$ cat src/ivpm_defines.svh
// Constants for the interrupt vector and priority mapping block.
`ifndef IVPM_DEFINES_SVH
`define IVPM_DEFINES_SVH

// ****************************************************************
// Fixed levels and vectors
// ****************************************************************
`define IVPM_LVL_NMI        5'h10
`define IVPM_LVL_BREAK      5'h0F
`define IVPM_VEC_NMI        7'h0B
`define IVPM_VEC_BREAK      7'h0C
`define IVPM_VEC_DEBUG      7'h0D
`define IVPM_VEC_PIN_BASE   7'h40

// ****************************************************************
// Source slots, in default order from highest to lowest
// ****************************************************************
`define IVPM_NUM_SRC        12
`define IVPM_SLOT_NMI       0
`define IVPM_SLOT_PIN0      3
`define IVPM_SLOT_DMA0      7
`define IVPM_SLOT_DMA1      8
`define IVPM_SLOT_WDT       9
`define IVPM_SLOT_CMP_MATCH 10
`define IVPM_SLOT_ETH       11

// ****************************************************************
// Field positions and widths
// ****************************************************************
`define IVPM_VEC_HI_MSB     14
`define IVPM_VEC_HI_LSB     8
`define IVPM_VEC_LO_MSB     6
`define IVPM_VEC_LO_LSB     0
`define IVPM_ETH_SRC_W      19
`define IVPM_MAC_SRC_W      3
`define IVPM_MAC_SUMMARY    18

`endif

$ cat src/ivpm_pkg.sv
// Types shared by the interrupt vector and priority mapping block.
package ivpm_pkg;

    // Acceptance sequence states, one-hot.
    typedef enum logic [2:0]
    {
        IVPM_IDLE    = 3'h1,
        IVPM_FETCH   = 3'h2,
        IVPM_PRESENT = 3'h4
    } ivpm_state_type;

endpackage : ivpm_pkg

$ cat src/ivpm_core.sv
// Interrupt vector and priority mapping: arbitration and vector delivery.
`timescale 1ns/1ps
`include "ivpm_defines.svh"

// Operation
// - An external agent may supply the vector in a fetch cycle instead of the fixed pin vector.
// - Each peripheral request takes its vector from a 7-bit field, bits 14-8 or 6-0.
// - A mode bit chooses 15 level-encoded requests or four independent pins.
// - The Ethernet request is the OR of the 19 status sources whose permit bit is set.
// - The three MAC status bits copy into one summary status bit, up to 22 sources.
// - In four-pin mode pins 0 to 3 use vectors 64 to 67 and nibbles of register C from 15-12.
// - The refresh compare match shares the watchdog level and uses its bits 6-0.
module ivpm_core
(
    input  wire logic        core_clk,
    input  wire logic        srst,
    input  wire logic        external_pin_mode_select,
    input  wire logic        ext_vector_fetch_enable,
    input  wire logic [3:0]  ext_req_pin_n,
    input  wire logic        nmi_pin,
    input  wire logic        break_req,
    input  wire logic        debug_req,
    input  wire logic        dma0_req,
    input  wire logic        dma1_req,
    input  wire logic        watchdog_req,
    input  wire logic        compare_match_request,
    input  wire logic [3:0]  dma_priority,
    input  wire logic [3:0]  watchdog_priority,
    input  wire logic [3:0]  ether_priority,
    input  wire logic [15:0] priority_level_register_c,
    input  wire logic [15:0] dma0_vector_register,
    input  wire logic [15:0] dma1_vector_register,
    input  wire logic [15:0] watchdog_vector_register,
    input  wire logic [15:0] ether_vector_register,
    input  wire logic [31:0] vector_base_register,
    input  wire logic [18:0] ether_status_event,
    input  wire logic [18:0] ether_status_clear,
    input  wire logic [18:0] ether_dma_permit_register,
    input  wire logic [2:0]  mac_status_register,
    input  wire logic [2:0]  mac_permit,
    input  wire logic [3:0]  interrupt_mask_level,
    input  wire logic        ext_fetch_ack,
    input  wire logic [6:0]  ext_fetch_vector,
    input  wire logic        core_ack,
    output logic [18:0]      ether_dma_status_register,
    output logic             ethernet_dma_request,
    output logic             ext_fetch_req,
    output logic             irq_valid,
    output logic [4:0]       irq_level,
    output logic [6:0]       irq_vector,
    output logic [31:0]      irq_table_addr
);

    // ****************************************************************
    // Pin synchronisers
    // ****************************************************************
    logic [4:0] pin_meta_reg;
    logic [4:0] pin_sync_reg;
    logic       nmi_prev_reg;
    logic       nmi_pend_reg;
    logic       nmi_pend_next;

    // Two flops on every pin before any logic looks at it.
    // They reset to each pin's idle level, so no false edge follows reset.
    always_ff @(posedge core_clk)
    begin
        if (srst)
        begin
            pin_meta_reg <= 5'h0F;
            pin_sync_reg <= 5'h0F;
            nmi_prev_reg <= 1'b0;
        end
        else
        begin
            pin_meta_reg <= {nmi_pin, ext_req_pin_n};
            pin_sync_reg <= pin_meta_reg;
            nmi_prev_reg <= pin_sync_reg[4];
        end
    end

    // ****************************************************************
    // Ethernet DMA status and composite request
    // ****************************************************************
    logic [18:0] eth_status_reg;
    logic [18:0] eth_status_next;
    logic [18:0] mac_copy;
    logic        mac_summary_set;

    // Any permitted MAC status bit sets the summary bit.
    assign mac_summary_set = |(mac_status_register & mac_permit);
    assign mac_copy = mac_summary_set ?
        (19'h0_0001 << `IVPM_MAC_SUMMARY) : 19'h0_0000;
    // New events win over a clear in the same cycle.
    assign eth_status_next = (eth_status_reg & ~ether_status_clear)
                           | ether_status_event | mac_copy;
    assign ether_dma_status_register = eth_status_reg;
    // Composite request: OR of the permitted status sources.
    assign ethernet_dma_request =
        |(eth_status_reg & ether_dma_permit_register);

    // Sticky status bits.
    always_ff @(posedge core_clk)
    begin
        if (srst)
            eth_status_reg <= 19'h0_0000;
        else
            eth_status_reg <= eth_status_next;
    end

    // ****************************************************************
    // Source table
    // ****************************************************************
    logic [`IVPM_NUM_SRC-1:0] src_req;
    logic [`IVPM_NUM_SRC-1:0] src_ext;
    logic [4:0]               src_lvl [`IVPM_NUM_SRC];
    logic [6:0]               src_vec [`IVPM_NUM_SRC];
    logic [3:0]               irl_level;
    logic                     four_pin;

    assign four_pin  = external_pin_mode_select;
    assign irl_level = ~pin_sync_reg[3:0];

    // Fixed sources: NMI at 16, break and debug at 15.
    assign src_req[0] = nmi_pend_reg;
    assign src_lvl[0] = `IVPM_LVL_NMI;
    assign src_vec[0] = `IVPM_VEC_NMI;
    assign src_req[1] = break_req;
    assign src_lvl[1] = `IVPM_LVL_BREAK;
    assign src_vec[1] = `IVPM_VEC_BREAK;
    assign src_req[2] = debug_req;
    assign src_lvl[2] = `IVPM_LVL_BREAK;
    assign src_vec[2] = `IVPM_VEC_DEBUG;
    assign src_ext[2:0] = 3'h0;

    // External pin slots; the mode bit decides their meaning.
    genvar gi;
    generate
        for (gi = 0; gi < 4; gi++)
        begin : g_pin
            localparam int SLOT = `IVPM_SLOT_PIN0 + gi;
            logic [6:0] irl_vec;
            logic       pin_req;
            assign irl_vec = `IVPM_VEC_PIN_BASE + {4'h0, irl_level[3:1]};
            assign pin_req = four_pin ? ~pin_sync_reg[gi]
                           : ((gi == 0) && (irl_level != 4'h0));
            assign src_req[SLOT] = pin_req;
            assign src_ext[SLOT] = 1'b1;
            assign src_lvl[SLOT] = four_pin ?
                {1'b0, priority_level_register_c[15-4*gi -: 4]}
                : {1'b0, irl_level};
            assign src_vec[SLOT] = four_pin ?
                (`IVPM_VEC_PIN_BASE + 7'(gi)) : irl_vec;
        end
    endgenerate

    // On-chip peripherals with software-written vector fields.
    assign src_req[7]  = dma0_req;
    assign src_lvl[7]  = {1'b0, dma_priority};
    assign src_vec[7]  = dma0_vector_register[6:0];
    assign src_req[8]  = dma1_req;
    assign src_lvl[8]  = {1'b0, dma_priority};
    assign src_vec[8]  = dma1_vector_register[6:0];
    assign src_req[9]  = watchdog_req;
    assign src_lvl[9]  = {1'b0, watchdog_priority};
    assign src_vec[9]  = watchdog_vector_register[14:8];
    assign src_req[10] = compare_match_request;
    assign src_lvl[10] = {1'b0, watchdog_priority};
    assign src_vec[10] = watchdog_vector_register[6:0];
    assign src_req[11] = ethernet_dma_request;
    assign src_lvl[11] = {1'b0, ether_priority};
    assign src_vec[11] = ether_vector_register[14:8];
    assign src_ext[11:7] = 5'h00;

    // ****************************************************************
    // Arbitration
    // ****************************************************************
    logic       win_found;
    logic [3:0] win_idx;
    logic [4:0] win_lvl;
    logic       grant;

    // Strict compare keeps the earlier slot on equal levels.
    always_comb
    begin
        win_found = 1'b0;
        win_idx   = 4'h0;
        win_lvl   = 5'h00;
        for (int i = 0; i < `IVPM_NUM_SRC; i++)
        begin
            if (src_req[i] && (!win_found || src_lvl[i] > win_lvl))
            begin
                win_found = 1'b1;
                win_idx   = 4'(i);
                win_lvl   = src_lvl[i];
            end
        end
    end

    assign grant = win_found && (win_lvl > {1'b0, interrupt_mask_level});

    // ****************************************************************
    // Acceptance sequence
    // ****************************************************************
    ivpm_pkg::ivpm_state_type state_reg;
    ivpm_pkg::ivpm_state_type state_next;
    logic       idle;
    logic       to_fetch;
    logic       load_vec;
    logic [6:0] load_value;
    logic [4:0] level_reg;
    logic [6:0] vector_reg;
    logic [31:0] addr_reg;

    assign idle     = (state_reg == ivpm_pkg::IVPM_IDLE);
    assign to_fetch = idle && grant && src_ext[win_idx]
                    && ext_vector_fetch_enable;
    assign load_vec = (idle && grant && !to_fetch)
                    || (ext_fetch_req && ext_fetch_ack);
    // The agent's vector is 7 bits wide, so it stays in 0 to 127.
    assign load_value = ext_fetch_req ? ext_fetch_vector
                      : src_vec[win_idx];
    assign ext_fetch_req = (state_reg == ivpm_pkg::IVPM_FETCH);
    assign irq_valid     = (state_reg == ivpm_pkg::IVPM_PRESENT);
    assign irq_level      = level_reg;
    assign irq_vector     = vector_reg;
    assign irq_table_addr = addr_reg;
    // A new NMI edge wins over the clear on acceptance.
    assign nmi_pend_next = (pin_sync_reg[4] && !nmi_prev_reg)
        || (nmi_pend_reg
            && !(idle && grant && win_idx == 4'(`IVPM_SLOT_NMI)));

    // Next state selection.
    always_comb
    begin
        case (state_reg)
            ivpm_pkg::IVPM_IDLE:
                state_next = to_fetch ? ivpm_pkg::IVPM_FETCH
                           : grant ? ivpm_pkg::IVPM_PRESENT
                           : ivpm_pkg::IVPM_IDLE;
            ivpm_pkg::IVPM_FETCH:
                state_next = ext_fetch_ack ? ivpm_pkg::IVPM_PRESENT
                           : ivpm_pkg::IVPM_FETCH;
            ivpm_pkg::IVPM_PRESENT:
                state_next = core_ack ? ivpm_pkg::IVPM_IDLE
                           : ivpm_pkg::IVPM_PRESENT;
            default:
                state_next = ivpm_pkg::IVPM_IDLE;
        endcase
    end

    // State, captured level, vector and table address.
    always_ff @(posedge core_clk)
    begin
        if (srst)
        begin
            state_reg    <= ivpm_pkg::IVPM_IDLE;
            nmi_pend_reg <= 1'b0;
            level_reg    <= 5'h00;
            vector_reg   <= 7'h00;
            addr_reg     <= 32'h0000_0000;
        end
        else
        begin
            state_reg    <= state_next;
            nmi_pend_reg <= nmi_pend_next;
            if (idle && grant)
                level_reg <= win_lvl;
            if (load_vec)
            begin
                vector_reg <= load_value;
                addr_reg   <= vector_base_register
                            + {23'h00_0000, load_value, 2'h0};
            end
        end
    end
endmodule : ivpm_core

$ cat config.mk
export PLATFORM = sky130hd
export DESIGN_NAME = ivpm_core
export DESIGN_NICKNAME = d
export VERILOG_FILES = /design/src/ivpm_pkg.sv /design/src/ivpm_core.sv
export VERILOG_INCLUDE_DIRS = /design/src
export SDC_FILE = /design/constraint.sdc
export NUM_CORES = 1
export LEC_CHECK = 0
export BUFFER_PORTS_ARGS = -buffer_cell sky130_fd_sc_hd__buf_2
export CORE_MARGIN = 4
export CORE_UTILIZATION = 30
export DETAILED_ROUTE_END_ITERATION = 8
export GPL_ROUTABILITY_DRIVEN = 0
export HOLD_SLACK_MARGIN = 0.15
export SETUP_SLACK_MARGIN = 0.1
export SYNTH_ARGS = -nofsm -noshare
export SYNTH_HDL_FRONTEND = slang
export SYNTH_SLANG_ARGS = --single-unit
export TNS_END_PERCENT = 100
$ cat constraint.sdc
create_clock -name core_clk -period 25.9 [get_ports core_clk]
set_input_delay 2.59 -clock core_clk [delete_from_list [all_inputs] [get_ports core_clk]]
set_output_delay 2.59 -clock core_clk [all_outputs]
set_load 0.005 [all_outputs]
==> Word-level counts from Yosys, hierarchy flattened <==
Memory sizes are Yosys's and may differ from the RTL's.
Index checks and enable logic that the tools add are counted.
{ "word_totals": {"in_bits": 215, "register_bits": 78, "output_inout_bits": 66, "memories": 1, "rom_bits": 16} }
{ "memory_table": {"columns": ["name", "words", "word_bits", "read_ports", "rd_ports_with_merged_regs", "wr", "line_no", "source"], "rows": [
  ["(no name shown)", 16, 1, 1, 0, 0, "ivpm_core.sv:215", "assign to_fetch = idle && grant && src_ext[win_idx]"]
]} }
{ "op_classes": {"reduce_logical": 51, "eq_ne": 3, "bitwise_logic": 12, "muxes": 58, "order_cmp": 14, "add_sub_neg": 2} }
{ "ops": {"columns": ["operator", "count"], "rows": [
  ["$mux 5", 12],
  ["$mux 4", 14],
  ["$mux 7", 7],
  ["$gt 4x5->1", 9],
  ["$and 19x19->19", 2],
  ["$or 19x19->19", 2],
  ["$add 32x9->32", 1],
  ["$bmux 7 s4", 1],
  ["$logic_and 1x1->1", 20],
  ["$mux 19", 1],
  ["$not 19->19", 1],
  ["$reduce_or 19->1", 1],
  ["$mux 1", 18],
  ["$logic_not 1->1", 14],
  ["$logic_or 1x1->1", 13],
  ["$mux 3", 4],
  ["$gt 4x5->1 const A", 2],
  ["$pmux 3 s3", 1],
  ["$add 7x3->7 const A", 1],
  ["$ge 5x5->1 const B", 1],
  ["$gt 5x4->1", 1],
  ["$lt 4x5->1 const B", 1],
  ["$not 4->5", 1],
  ["$logic_not 4->1", 1],
  ["8 further kinds", 11]
]} }

==> Logic depth before layout (Yosys ltp) <==
{ "logic_depth": {"depth_word": 53, "mapped_depth": 90} }

==> Worst setup path before layout <==
OpenSTA, ideal clock, no wires.
{ "synth_timing": {"path_type": "input to register", "start": "input port external_pin_mode_select", "end": "register addr_reg[22], in the netlist irq_table_addr[22]", "stages": 81, "setup_ps": 81, "slack_ps": 6999, "arrival_time_ps": 18820, "cell_sequence": "buf_4 clkbuf_1 nor2_1 a21o_1 ha_1 o21bai_1 a21oi_1 o22a_1 nor2_1 nor2_1 inv_1 ha_1 nor2b_1 o211ai_1 a21o_1 a21oi_1 a311o_1 and2_1 (+45 left out) o211a_1 o21ai_0 a221oi_4 nor3b_2 or4_1 o311ai_0 nand3_1 a41oi_2 fa_1 nor2b_1 o21ai_0 a21boi_0 o21a_1 o21ai_0 a211oi_1 nand3_1 xor2_1 a211oi_2"} }
{ "synth_via": {"elab_chain_cells": 45, "word_cells_on_any_way": 90, "cone_classes": "1 x add/sub; 10 x order compare; 44 x mux; 1 x bitwise; 33 x reduce/logical; 1 x memory"} }
{ "synth_rtl": {"columns": ["item", "line_no", "source"], "rows": [
  ["start: declaration", "ivpm_core.sv:17", "input wire logic external_pin_mode_select,"],
  ["branches (longest 45 deep; another with $gt 4x5->1)", null, null],
  ["end signal: assignment", "ivpm_core.sv:271", "addr_reg <= vector_base_register"],
  ["end: declaration", "ivpm_core.sv:212", "logic [31:0] addr_reg;"]
]} }
Several ways; the timed one is not identified. The select of a mux whose other input is x is not followed.
A chain may end at the register's enable or synchronous reset.

==> Worst setup path in the final report <==
{ "layout_timing": {"start": "input port external_pin_mode_select", "end": "register addr_reg[31], in the netlist irq_table_addr[31]"} }
{ "layout_via": {"word_cells_on_any_way": 90, "cone_classes": "1 x add/sub; 10 x order compare; 44 x mux; 1 x bitwise; 33 x reduce/logical; 1 x memory"} }
{ "layout_rtl": {"columns": ["item", "line_no", "source"], "rows": [
  ["$mux 4", "ivpm_core.sv:148", "assign src_lvl[SLOT] = four_pin ?"],
  ["$gt 4x5->1", "ivpm_core.sv:190", "if (src_req[i] && (!win_found || src_lvl[i] > win_lvl))"],
  ["$logic_or 1x1->1", "ivpm_core.sv:190", null],
  ["$logic_and 1x1->1", "ivpm_core.sv:190", null],
  ["$mux 5 / $mux 1 (equally long branches)", "ivpm_core.sv:190", null],
  ["$gt 4x5->1 / $logic_not 1->1 (equally long branches)", "ivpm_core.sv:190", null],
  ["$logic_or 1x1->1", "ivpm_core.sv:190", null],
  ["$logic_and 1x1->1", "ivpm_core.sv:190", null],
  ["(+27 left out)", null, null],
  ["$logic_and 1x1->1", "ivpm_core.sv:190", null],
  ["$mux 4", "ivpm_core.sv:190", null],
  ["$not 4->5 (implied by the code)", "ivpm_core.sv:221", ": src_vec[win_idx];"],
  ["$bmux 7 s4 *", "ivpm_core.sv:221", null],
  ["$mux 7 (implied by the code) * (2 in a row)", "ivpm_core.sv:221", null],
  ["$mux 7 *", "ivpm_core.sv:220", "assign load_value = ext_fetch_req ? ext_fetch_vector"],
  ["net load_value[1]", "ivpm_core.sv:209", "logic [6:0] load_value;"],
  ["$add 32x9->32 *", "ivpm_core.sv:272", "+ {23'h00_0000, load_value, 2'h0};"]
]} }
The timed path passes the listed nets; every way through them passes the cells marked *. The select of a mux whose other input is x is not followed.

==> results.md <==
* Fin crit share at between 80% and 90%
* Critical Path End Type: flip-flop
* Critical Path Source Type: input port
* Max incr delay on CP at between 800 and 900 ps
* DRT iter0 DRCs at 348
* ANT nets after route at 0
* Setup TNS at 0 ps
* First-pass iteration count of the detailed router at 5
* Fin. Hold Viols at 0
* Multi-input combinational cell area at approximately 4200 sq um
* Port bufs at 251
* Filler instances at 2091
* Worst-margin pin slew at 1120 ps
* Post-DP HPWL at ~18 mm
* Most frequent cells in the layout: buf_2, nor2_1, nand2_1, dfxtp_1, a21oi_1
* Cts repair resizes at 0
* Critical path class: in2reg
* Overflow after GRT at 0
* IO Count at 281
* Syn Nets at approximately 1100
* Max cap viols at 0
* Status: complete, no violations
* R2R depth at a little over 80
* Hold_buf cts at 0
* Number of buffers created by CTS at 9
* WP depth at 82
* Pwr/cell area at around 89 nW/um^2
* Synth Warn # at 0
* Max reg flops at 32
* Pwr Total at roughly 700 uW
* Top FF cell, synth: dfxtp_1
* Reg-to-reg slack, setup at 6950 ps
* Tot GR Track Use at 18.5%
* Number of synthesized register bits at about 80
* Post-route DRC at 0
* Die width at 151 um
* Crit path time final at about 21000 ps
* Critical path's slowest cell: nor3_1
* Endpoints failing setup at 0
* Post-layout nets at 1293
* Crit-path max FO at 28
* Leakage at 0.00379 uW
* Reg area at 1560 sq um
* Share of layout cells above drive strength 1 at 32.5%
* Clock transition at the registers of the reported paths at 60 ps
* VDD IR-drop max at 0.0604 mV
* Largest net degree at the start of global routing at 79
* CP bufs+invs at 6
* Crit path DAT at 21420 ps
* Mapped Cells at approximately 800
* Hold_ws at just over 400 ps
* Worst setup path start: external_pin_mode_select
* TritonCTS clock tree: done
* Die ar. at 22700 sq um
* DR vias at 6677
* Fin util at between 30% and 40%
* Clk_skew at about 12 ps
* Layout area overhead at 29.0%
* Max Slew Vio Count at 0
* Placed Area at 7600 sq um
* Clock sink total at 78
* Post-Syn Area at 6120 sq um
* DR WL/cell at 16.8 um
* Clock Path Buffers at 2
* Vias in the first global route at 6313
* RSZ-0062 raised after global routing: false
* Initial antenna violation count at 4
* Max-Slew Margin vs Limit at 24.7%
* Sequential area share after synthesis at roughly 26%
* Required time worst endpoint at 26160 ps
* Initial core utilization at between 30% and 40%
* Die Ht at 151 um
* H-tree level count at 3
* FF-to-FF End: irq_table_addr[31]
* Row count at 51
* Core area at 19800 sq um
* Post-synth ARST share at 0%
* Post-CTS setup buffers at 0
* Worst-Skew Late Latency at 350 ps
* Root buf cell: clkbuf_16
* Max Clk Rate at around 47 MHz
* Global-route wire length before repair at about 33 mm
* Post-synth EDFFs at 0
* Most common cell after layout, fill and taps aside: buf_2
* Synth unique cells at 85
* Reg-to-Reg Start: pin_sync_reg[1]
* Vias per Instance at 5.11
* Syn avg cell area at about 7.7 sq um
* Worst setup path end: irq_table_addr[31]
* Final WL at around 22 mm
* Worst Hold Class: reg2reg
* Post-route cell area at 7890 sq um
* Family with the most delay on the worst path: compound AO/OA/AOI/OAI gates
-- synth_stat cells, drive strengths merged, types with 12 or more instances --
cell type	n	share of area, %
a211oi	21	4.0
and3	14	1.4
or2	14	1.4
inv	52	3.2
nand4	17	1.7
nor3	25	2.5
dfxtp	78	26
nor2b	21	2.1
xor2	12	1.7
a21oi	74	6.1
nand3	17	1.4
nor2	95	5.8
nand2	90	5.5
clkbuf	20	1.2
ha	44	9.0
xnor2	14	2.0
o21ai	31	2.6
o211ai	13	2.0
-- worst register-to-register path, delay by kind of cell (launching register included) --
kind / cells / cell delay, ps
AO/OA/AOI/OAI: 38 / 9090
AND/OR/NAND/NOR: 26 / 5540
adder cells (fa/ha/maj): 10 / 2640
buffers and inverters: 5 / 600
multiplexers: 1 / 420
flip-flops: 1 / 390
XOR/XNOR: 1 / 200
-- area by class of cell --
class | instances | area share [%]
repair buffers | 258 | 16.6
clock inverters | 7 | 0.697
multi-input cells | 633 | 53.2
diodes | 4 | 0.127
inverters | 53 | 2.52
well taps | 265 | 4.20
flip-flops and latches | 78 | 19.8
clock buffers | 9 | 2.85
-- per-layer routing --
metal | wire (um) | global-route usage [%]
met1 | 9360 | 23.6
met2 | 10200 | 30.1
met3 | 1680 | 3.95
met4 | 689 | 7.66
met5 | 21 | 0
-- logic make-up (layout without fill, tap and decap cells) --
logic type	count (synthesis)	count (layout)	synth area share (%)
DFF	78	78	25.5
adders and majority gates	45	45	9.33
muxes	11	11	1.88
xor gates and xnor gates	26	26	3.72
other	0	4	0
and+or+nand+nor	332	332	26.8
buffers and inverters	84	327	5.79
AOI/OAI and AO/OA	219	219	27.0
-- through the flow --
stage / setup WS (ps) / std cells
floorplan: 7000 / 795
global placement: 4720 / 1287
detailed placement: 4480 / 1287
CTS: 4780 / 1303
global route: 3150 / 1305
finish: 4740 / 1307
-- power breakdown --
part | internal (uW) | switching (uW) | total, uW
Clock | 65.9 | 55.0 | 121
Combinational | 171 | 251 | 422
Sequential | 147 | 13.6 | 161
Total | 384 | 320 | 704
-- how the worst min path moves through the flow --
stage                 endpoint  slack [ps]  cells past startpoint       startpoint
6_report       pin_sync_reg[2]         410                      1  pin_meta_reg[2]
3_3_place_gp   pin_sync_reg[2]         400                      1  pin_meta_reg[2]
5_1_grt        pin_sync_reg[2]         420                      1  pin_meta_reg[2]
4_1_cts        pin_sync_reg[3]         410                      1  pin_meta_reg[3]
3_5_place_dp   pin_sync_reg[3]         390                      1  pin_meta_reg[3]
2_1_floorplan  pin_sync_reg[0]         390                      1  pin_meta_reg[0]
No activity file was read; power rests on OpenSTA's default activity.
